<file path="src/t16b_pkg.sv">
// shared constants for the byte-access timer and its controller
package t16b_pkg;
	// byte addresses on the timer's own byte bus
	localparam logic [2:0] A_CTL_FIRST  = 3'h0;
	localparam logic [2:0] A_CTL_SECOND = 3'h1;
	localparam logic [2:0] A_CNT_LO     = 3'h2;
	localparam logic [2:0] A_CNT_HI     = 3'h3;
	localparam logic [2:0] A_CAP_LO     = 3'h4;
	localparam logic [2:0] A_CAP_HI     = 3'h5;
	localparam logic [2:0] A_FLAG       = 3'h6;
	localparam logic [2:0] A_MASK       = 3'h7;
	localparam logic [2:0] A_UPPER      = 3'h1;  // or-ed in to reach the upper half
	// control field positions
	localparam int TSEL_LSB  = 0;   // tick_source_select in control_second
	localparam int TSEL_MSB  = 2;
	localparam int TOPCAP    = 3;   // control_second: top from capture_value
	localparam int CAP_RISE  = 6;   // control_second: capture on rising edge
	localparam int FILT_EN   = 7;   // control_second: noise filter on
	localparam int TOP_LSB   = 0;   // control_first: fixed top choice
	localparam int TOP_MSB   = 1;
	// flag and mask bit positions
	localparam int F_OVF = 0;
	localparam int F_CAP = 1;
	// tick source codes
	localparam logic [2:0] TS_NONE = 3'h0;
	localparam logic [2:0] TS_DIV1 = 3'h1;
	localparam logic [2:0] TS_DIV8 = 3'h2;
	localparam logic [2:0] TS_D64  = 3'h3;
	localparam logic [2:0] TS_D256 = 3'h4;
	localparam logic [2:0] TS_D1K  = 3'h5;
	localparam logic [2:0] TS_FALL = 3'h6;
	localparam logic [2:0] TS_RISE = 3'h7;
	// prescaler tap masks
	localparam logic [9:0] PM_8   = 10'h007;
	localparam logic [9:0] PM_64  = 10'h03F;
	localparam logic [9:0] PM_256 = 10'h0FF;
	localparam logic [9:0] PM_1K  = 10'h3FF;
	localparam logic [9:0] PRE_ZERO = 10'h000;
	// count boundaries
	localparam logic [15:0] CNT_FLOOR = 16'h0000;
	localparam logic [15:0] CNT_MAX   = 16'hFFFF;
	localparam logic [15:0] TOP_8     = 16'h00FF;
	localparam logic [15:0] TOP_9     = 16'h01FF;
	localparam logic [15:0] TOP_10    = 16'h03FF;
	localparam int FILT_LEN = 4;   // equal samples the noise filter demands
	localparam logic [7:0] BYTE_ZERO = 8'h00;
	// controller register word offsets
	localparam logic [7:0] W_DATA   = 8'h00;
	localparam logic [7:0] W_CMD    = 8'h04;
	localparam logic [7:0] W_STATUS = 8'h08;
	localparam logic [7:0] W_RDATA  = 8'h0C;
	localparam logic [7:0] W_POWER  = 8'h10;
	// command word fields
	localparam int C_ADR_LSB = 0;
	localparam int C_ADR_MSB = 2;
	localparam int C_READ    = 4;
	localparam int C_WIDE    = 5;
	localparam int C_REUSE   = 6;
	localparam int S_BUSY    = 0;
	localparam int S_IRQ     = 1;
	localparam logic PG_RESET = 1'b1;   // timer gated off after reset
endpackage

</file>
<file path="src/t16b_if.sv">
// byte-wide processor bus between controller and timer
`timescale 1ns/1ns
`default_nettype none
interface t16b_if;
	logic       power_gate;  // timer_power_gate, high keeps timer off
	logic [2:0] addr;
	logic       wr;          // one-cycle write strobe
	logic       rd;          // one-cycle read strobe
	logic [7:0] wdata;
	logic [7:0] rdata;       // valid the cycle after rd
	logic       irq;         // masked timer interrupt request
	modport ctrl  (output power_gate, addr, wr, rd, wdata, input rdata, irq);
	modport timer (input power_gate, addr, wr, rd, wdata, output rdata, irq);
endinterface
`default_nettype wire

</file>
<file path="src/t16b_timer.sv">
// reduced 16-bit timer with shared high-byte latch on a byte bus
//
// Implementation choices: register access over Wishbone and the register offsets.
`timescale 1ns/1ns
`default_nettype none
module t16b_timer
	import t16b_pkg::*;
(
	// clock and reset
	input  wire logic clk_i,
	input  wire logic rst_i,
	// processor side
	t16b_if.timer     bus,
	// pins
	input  wire logic ext_count_pin_i,
	input  wire logic capture_pin_i,
	// boundary status
	output logic      count_floor_o,
	output logic      count_max_o
);
	logic [7:0]          ctl_first;
	logic [7:0]          ctl_second;
	logic [7:0]          flags;
	logic [7:0]          mask;
	logic [7:0]          hi_latch;
	logic [15:0]         count_value;
	logic [15:0]         capture_value;
	logic [9:0]          pre_cnt;
	logic                ext_s1;
	logic                ext_s2;
	logic                ext_prev;
	logic                cap_s1;
	logic                cap_s2;
	logic [FILT_LEN-1:0] filt;
	logic                cap_f;
	logic                cap_prev;
	logic                cap_in;
	logic                timer_tick;
	logic [15:0]         top;
	logic [2:0]          tsel;
	logic                top_cap;
	logic                gated;
	logic                at_top;
	logic                ovf_evt;
	logic                cap_evt;
	logic                wr_cnt_lo;
	logic                wr_cap_lo;
	logic [7:0]          flag_clr;

	assign tsel    = ctl_second[TSEL_MSB:TSEL_LSB];
	assign top_cap = ctl_second[TOPCAP];
	assign gated   = bus.power_gate;
	// 16-bit loads happen only on the low-byte strobe
	assign wr_cnt_lo = bus.wr && (bus.addr == A_CNT_LO);
	assign wr_cap_lo = bus.wr && (bus.addr == A_CAP_LO) && top_cap;

	// two-stage synchronisers for both pins
	always_ff @(posedge clk_i)
	begin
		if (rst_i)
		begin
			ext_s1 <= 1'b0;
			ext_s2 <= 1'b0;
			cap_s1 <= 1'b0;
			cap_s2 <= 1'b0;
		end
		else
		begin
			ext_s1 <= ext_count_pin_i;
			ext_s2 <= ext_s1;
			cap_s1 <= capture_pin_i;
			cap_s2 <= cap_s1;
		end
	end

	// prescaler runs while any tick source other than none is selected and the timer is not gated
	always_ff @(posedge clk_i)
	begin
		if (rst_i || gated || (tsel == TS_NONE))
			pre_cnt <= PRE_ZERO;
		else
			pre_cnt <= pre_cnt + 10'h001;
	end

	// previous synchronised pin level for edge detection
	always_ff @(posedge clk_i)
	begin
		if (rst_i)
			ext_prev <= 1'b0;
		else
			ext_prev <= ext_s2;
	end

	// tick source and edge selection
	always_comb
	begin
		unique case (tsel)
			TS_NONE: timer_tick = 1'b0;
			TS_DIV1: timer_tick = 1'b1;
			TS_DIV8: timer_tick = ((pre_cnt & PM_8) == PM_8);
			TS_D64:  timer_tick = ((pre_cnt & PM_64) == PM_64);
			TS_D256: timer_tick = ((pre_cnt & PM_256) == PM_256);
			TS_D1K:  timer_tick = ((pre_cnt & PM_1K) == PM_1K);
			TS_FALL: timer_tick = ext_prev && !ext_s2;
			TS_RISE: timer_tick = !ext_prev && ext_s2;
		endcase
	end

	// top of sequence from mode
	always_comb
	begin
		if (top_cap)
			top = capture_value;
		else
		begin
			unique case (ctl_first[TOP_MSB:TOP_LSB])
				2'h0: top = CNT_MAX;
				2'h1: top = TOP_8;
				2'h2: top = TOP_9;
				2'h3: top = TOP_10;
			endcase
		end
	end

	assign at_top  = (count_value == top);
	assign ovf_evt = timer_tick && at_top && !gated && !wr_cnt_lo;
	// boundary comparators on the counter register
	assign count_floor_o = (count_value == CNT_FLOOR);
	assign count_max_o   = (count_value == CNT_MAX);

	// counter: processor write first, then clear at top or count
	always_ff @(posedge clk_i)
	begin
		if (rst_i)
			count_value <= CNT_FLOOR;
		else if (wr_cnt_lo)
			count_value <= {hi_latch, bus.wdata};
		else if (timer_tick && !gated)
		begin
			if (at_top)
				count_value <= CNT_FLOOR;
			else
				count_value <= count_value + 16'h0001;
		end
	end

	// noise filter: output follows input only after equal samples
	always_ff @(posedge clk_i)
	begin
		if (rst_i)
		begin
			filt  <= '0;
			cap_f <= 1'b0;
		end
		else
		begin
			filt <= {filt[FILT_LEN-2:0], cap_s2};
			if (filt == {FILT_LEN{1'b1}})
				cap_f <= 1'b1;
			else if (filt == {FILT_LEN{1'b0}})
				cap_f <= 1'b0;
		end
	end

	assign cap_in  = ctl_second[FILT_EN] ? cap_f : cap_s2;
	// capture input is idle while capture_value defines the top
	assign cap_evt = !gated && !top_cap
		&& (ctl_second[CAP_RISE] ? (cap_in && !cap_prev) : (!cap_in && cap_prev));

	// capture edge detector history
	always_ff @(posedge clk_i)
	begin
		if (rst_i)
			cap_prev <= 1'b0;
		else
			cap_prev <= cap_in;
	end

	// capture register: edge copy, or processor load in top mode
	always_ff @(posedge clk_i)
	begin
		if (rst_i)
			capture_value <= CNT_FLOOR;
		else if (cap_evt)
			capture_value <= count_value;
		else if (wr_cap_lo)
			capture_value <= {hi_latch, bus.wdata};
	end

	// shared high-byte latch
	always_ff @(posedge clk_i)
	begin
		if (rst_i)
			hi_latch <= BYTE_ZERO;
		else if (bus.rd && (bus.addr == A_CNT_LO))
			hi_latch <= count_value[15:8];
		else if (bus.rd && (bus.addr == A_CAP_LO))
			hi_latch <= capture_value[15:8];
		else if (bus.wr && ((bus.addr == A_CNT_HI) || (bus.addr == A_CAP_HI)))
			hi_latch <= bus.wdata;
	end

	// control registers, plain byte writes
	always_ff @(posedge clk_i)
	begin
		if (rst_i)
		begin
			ctl_first  <= BYTE_ZERO;
			ctl_second <= BYTE_ZERO;
			mask       <= BYTE_ZERO;
		end
		else if (bus.wr)
		begin
			if (bus.addr == A_CTL_FIRST)
				ctl_first <= bus.wdata;
			if (bus.addr == A_CTL_SECOND)
				ctl_second <= bus.wdata;
			if (bus.addr == A_MASK)
				mask <= bus.wdata;
		end
	end

	// flags: write one clears, a new event wins over the clear
	assign flag_clr = (bus.wr && (bus.addr == A_FLAG)) ? bus.wdata : BYTE_ZERO;
	always_ff @(posedge clk_i)
	begin
		if (rst_i)
			flags <= BYTE_ZERO;
		else
		begin
			flags <= flags & ~flag_clr;
			if (ovf_evt)
				flags[F_OVF] <= 1'b1;
			if (cap_evt)
				flags[F_CAP] <= 1'b1;
		end
	end

	assign bus.irq = |(flags & mask);

	// read data: registered, valid the cycle after the strobe
	always_ff @(posedge clk_i)
	begin
		if (rst_i)
			bus.rdata <= BYTE_ZERO;
		else if (bus.rd)
		begin
			unique case (bus.addr)
				A_CTL_FIRST:  bus.rdata <= ctl_first;
				A_CTL_SECOND: bus.rdata <= ctl_second;
				A_CNT_LO:     bus.rdata <= count_value[7:0];
				A_CAP_LO:     bus.rdata <= capture_value[7:0];
				A_CNT_HI,
				A_CAP_HI:     bus.rdata <= hi_latch;
				A_FLAG:       bus.rdata <= flags;
				A_MASK:       bus.rdata <= mask;
			endcase
		end
	end
endmodule
`default_nettype wire

</file>
<file path="src/flat_wrapper.sv">
// flat-port wrapper written by rule: the top's interface ports become plain ports
module t16b_timer_flat import t16b_pkg::*;
  (clk_i, rst_i, ext_count_pin_i, capture_pin_i, count_floor_o, count_max_o, bus_power_gate, bus_addr, bus_wr, bus_rd, bus_wdata, bus_rdata, bus_irq);
  t16b_if bus_i ();
  input  wire logic clk_i;
  input  wire logic rst_i;
  input  wire logic ext_count_pin_i;
  input  wire logic capture_pin_i;
  output logic count_floor_o;
  output logic count_max_o;
  input wire logic [$bits(bus_i.power_gate)-1:0] bus_power_gate;
  input wire logic [$bits(bus_i.addr)-1:0] bus_addr;
  input wire logic [$bits(bus_i.wr)-1:0] bus_wr;
  input wire logic [$bits(bus_i.rd)-1:0] bus_rd;
  input wire logic [$bits(bus_i.wdata)-1:0] bus_wdata;
  output wire logic [$bits(bus_i.rdata)-1:0] bus_rdata;
  output wire logic [$bits(bus_i.irq)-1:0] bus_irq;
  assign bus_i.power_gate = bus_power_gate;
  assign bus_i.addr = bus_addr;
  assign bus_i.wr = bus_wr;
  assign bus_i.rd = bus_rd;
  assign bus_i.wdata = bus_wdata;
  assign bus_rdata = bus_i.rdata;
  assign bus_irq = bus_i.irq;
  t16b_timer u_core (.clk_i(clk_i), .rst_i(rst_i), .bus(bus_i), .ext_count_pin_i(ext_count_pin_i), .capture_pin_i(capture_pin_i), .count_floor_o(count_floor_o), .count_max_o(count_max_o));
endmodule
</file>
<file path="config.mk">
export PLATFORM = sky130hd
export DESIGN_NAME = t16b_timer_flat
export DESIGN_NICKNAME = d
export VERILOG_FILES = /design/src/t16b_pkg.sv /design/src/t16b_if.sv /design/src/t16b_timer.sv /design/src/flat_wrapper.sv
export SDC_FILE = /design/constraint.sdc
export NUM_CORES = 1
export LEC_CHECK = 0
export BUFFER_PORTS_ARGS = -buffer_cell sky130_fd_sc_hd__buf_2
export CAP_MARGIN = 25
export CORE_MARGIN = 2
export CORE_UTILIZATION = 64
export DETAILED_ROUTE_END_ITERATION = 7
export PLACE_DENSITY = 0.85
export SYNTH_ARGS = -nofsm -noshare
export SYNTH_HDL_FRONTEND = slang
export SYNTH_SLANG_ARGS = --single-unit
</file>
<file path="constraint.sdc">
create_clock -name clk_i -period 4.9 [get_ports clk_i]
set_clock_uncertainty 0.1 [all_clocks]
set_input_delay 0.245 -clock clk_i [delete_from_list [all_inputs] [get_ports clk_i]]
set_output_delay 0.245 -clock clk_i [all_outputs]
set_load 0.01 [all_outputs]
</file>
==> impl_metrics.tcl <==
set metrics [dict create \
    via_count 5132 \
    yosys.area.top_type_share 0.379 \
    routed_via_density 6.46 \
    hold_violations 0 \
    gr-usage-all-layers 0.329 \
    outcome "finished with violations" \
    gp_congestion 0.959 \
    io_pins 29 \
    ir_worst_vdd_mv 0.258 \
    avgSynthCellArea_sq_um 7.68 \
    wl_per_cell_um 18.0 \
    diodes 0 \
    h-tree-depth 3 \
    async_flop_share 0 \
    reg2reg_from "u_core.ctl_second[3]" \
    cts-root-buf "clkbuf_8" \
    startpoint_type "register" \
    reg2reg_setup_slack_ns 1.94 \
    final_cell_mix "128 x nand2_1, 101 x dfxtp_1, 73 x nor2_1, 63 x a21oi_1" \
    cp_slowest_cell "dfxtp_1" \
    min_from "bus_wdata[4]" \
    cts_tree "built" \
    maxCapViolations 0 \
    yosysTopAreaCell "dfxtp_1" \
    placedCellCount 775 \
    min_to "u_core.flags[4]" \
    ys_seq_area_frac 0.379 \
    die-area_sq_um 9080 \
    power_density_nw_per_um2 301 \
    grt_pass1_vias 4637 \
    p_leak_nw 2.03 \
    setup_viol 0 \
    clock-sinks 101 \
    final_cells 794 \
    yosysWarnings 0 \
    synthFlopType "dfxtp_1" \
    min_path_cells 2 \
    synthDistinctLibCells 56 \
    grt_remaining_overflow 0 \
    fmax_mhz 338 \
    cts.reportedPaths.clkPinSlew_ns 0.09 \
    critPathMaxStageDelay_ns 0.71 \
    end_kind "register" \
    cp.arrival_ns 3.11 \
    violations "design-rule violations" \
    drt-initial-drc-count 546 \
    rows 33 \
    crit_required_ns 5.05 \
    worst_hold_slack_ns 0.109 \
    clk_path_buf_depth 2 \
    io_buffers 28 \
    dr.pass1.iters 8 \
    drive_above_1_share 0.0871 \
    synth-edff-count 0 \
    layout_commonest_cell "nand2_1" \
    fin_nets 709 \
    min_period_ns 2.96 \
    r2r_cells 7 \
    initial_core_util 0.656 \
    die_height_um 95.3 \
    antenna_found_initial 0 \
    synth_seq_cells 101 \
    hold_path.class "input pin to register" \
    min_period_over_period 0.604 \
    grt_max_degree 80 \
    rsz0062_at_grt "false" \
    drv_slew 0 \
    grt_pass1_wl_mm 23.1 \
    relSlewSlack 0.481 \
    cp_max_fo 17 \
    cts_resized 0 \
    cts_made_buffers 9 \
    finalSetupTns_ns 0 \
    route.detailed.drc 4 \
    worstMarginPinSlew_ns 0.779 \
    crit_path_start "u_core.ctl_second[3]" \
    area_growth_pct 6.26 \
    synth_area_sq_um 5330 \
    reg2reg_to "u_core.count_value[6]" \
    crit_chain "inv_2 > o21ai_0 > xnor2_1 > a2111oi_4 > a21oi_2 > nand2_1 > o311ai_0" \
    fp.dieW_um 95.3 \
    synth_nets 718 \
    yosys-top-cells-area "dfxtp_1 38%, nand2_1 9.0%, a21oi_1 5.9%" \
    clk_latency_ns 0.37 \
    ant_nets 0 \
    place_hpwl_mm 9.71 \
    coreArea_sq_um 8130 \
    syn_inst 694 \
    finalWirelength_mm 14.3 \
    path_class "register to register" \
]
routing by layer:
layer,GRT usage,vias up,wire (um)
met5,0,-,0
met4,0.140,0,586
met3,0.0877,59,1490
met2,0.539,304,6770
met1,0.408,2348,5450
li1,-,2421,-
critical path: cells and delay by family (launching register included):
kind / cells / cell delay [ns]
AOI/OAI and AO/OA: 4 / 1.28
buffers and inverters: 1 / 0.15
and+or+nand+nor: 1 / 0.40
xor gates and xnor gates: 1 / 0.20
DFF: 1 / 0.71
layout make-up:
cell class              count  area, sq um
well taps                 105          131
multi-input cells         522         3000
fillers                   657         2470
clock buffers               9          124
flip-flops and latches    101         2020
repair buffers             35          218
clock inverters             6          113
inverters                  16         60.1
where the power goes:
part / switching (W) / total (W) / internal [W]
clock network: 0.000279 / 0.000616 / 0.000337
registers: 0.0000497 / 0.000898 / 0.000849
logic: 0.000116 / 0.000191 / 0.0000753
state kept, by name, summed over array words and instances, names as in the netlist, 4 cells and up:
register / flops
u_core.ctl_first: 8
u_core.mask: 8
u_core.pre_cnt: 10
u_core.bus.rdata: 8
u_core.hi_latch: 8
u_core.flags: 8
u_core.capture_value: 16
u_core.filt: 4
u_core.count_value: 16
u_core.ctl_second: 8
Yosys cell counts, types with 11 or more instances:
| master | count |
|---|---|
| nand2_1 | 128 |
| dfxtp_1 | 101 |
| nor2_1 | 73 |
| a21oi_1 | 63 |
| clkbuf_1 | 32 |
| nand3_1 | 28 |
| a311oi_1 | 16 |
| a22oi_1 | 15 |
| buf_2 | 15 |
| inv_1 | 15 |
| mux2i_1 | 15 |
| nand2b_1 | 14 |
| o21ai_0 | 14 |
| xor2_1 | 14 |
| a211oi_1 | 12 |
| nor2b_1 | 11 |
worst max path at each step:
stage / endpoint
global placement: u_core.count_value[6]
CTS: u_core.count_value[6]
detailed placement: u_core.count_value[6]
finish: u_core.count_value[6]
floorplan: u_core.count_value[8]
global route: u_core.count_value[6]
repair_timing:
action                    4_1_cts  5_1_grt
hold endpoints to repair        2        0
hold buffers                    2        0
buffers inserted                0        0
metrics by stage:
| stage | utilization | setup WS [ns] | area (sq um) | total power, W |
|---|---|---|---|---|
| after floorplan | - | 2.87 | 5330 | 0.00104 |
| after global placement | 0.661 | 2.17 | 5380 | 0.00109 |
| after detailed placement | 0.661 | 2.08 | 5380 | 0.00110 |
| after CTS | 0.692 | 2.02 | 5630 | 0.00170 |
| after global routing | 0.697 | 1.65 | 5670 | 0.00176 |
| final | 0.697 | 1.94 | 5670 | 0.00170 |
cell families after synthesis:
kind of cell / share of synthesized area
AO/OA/AOI/OAI: 0.216
XOR/XNOR: 0.0345
adder cells (fa/ha/maj): 0.0141
buffers and inverters: 0.0584
flip-flops: 0.379
multiplexers: 0.0345
AND/OR/NAND/NOR: 0.263
Note: power is estimated with default switching activity, not from simulation.
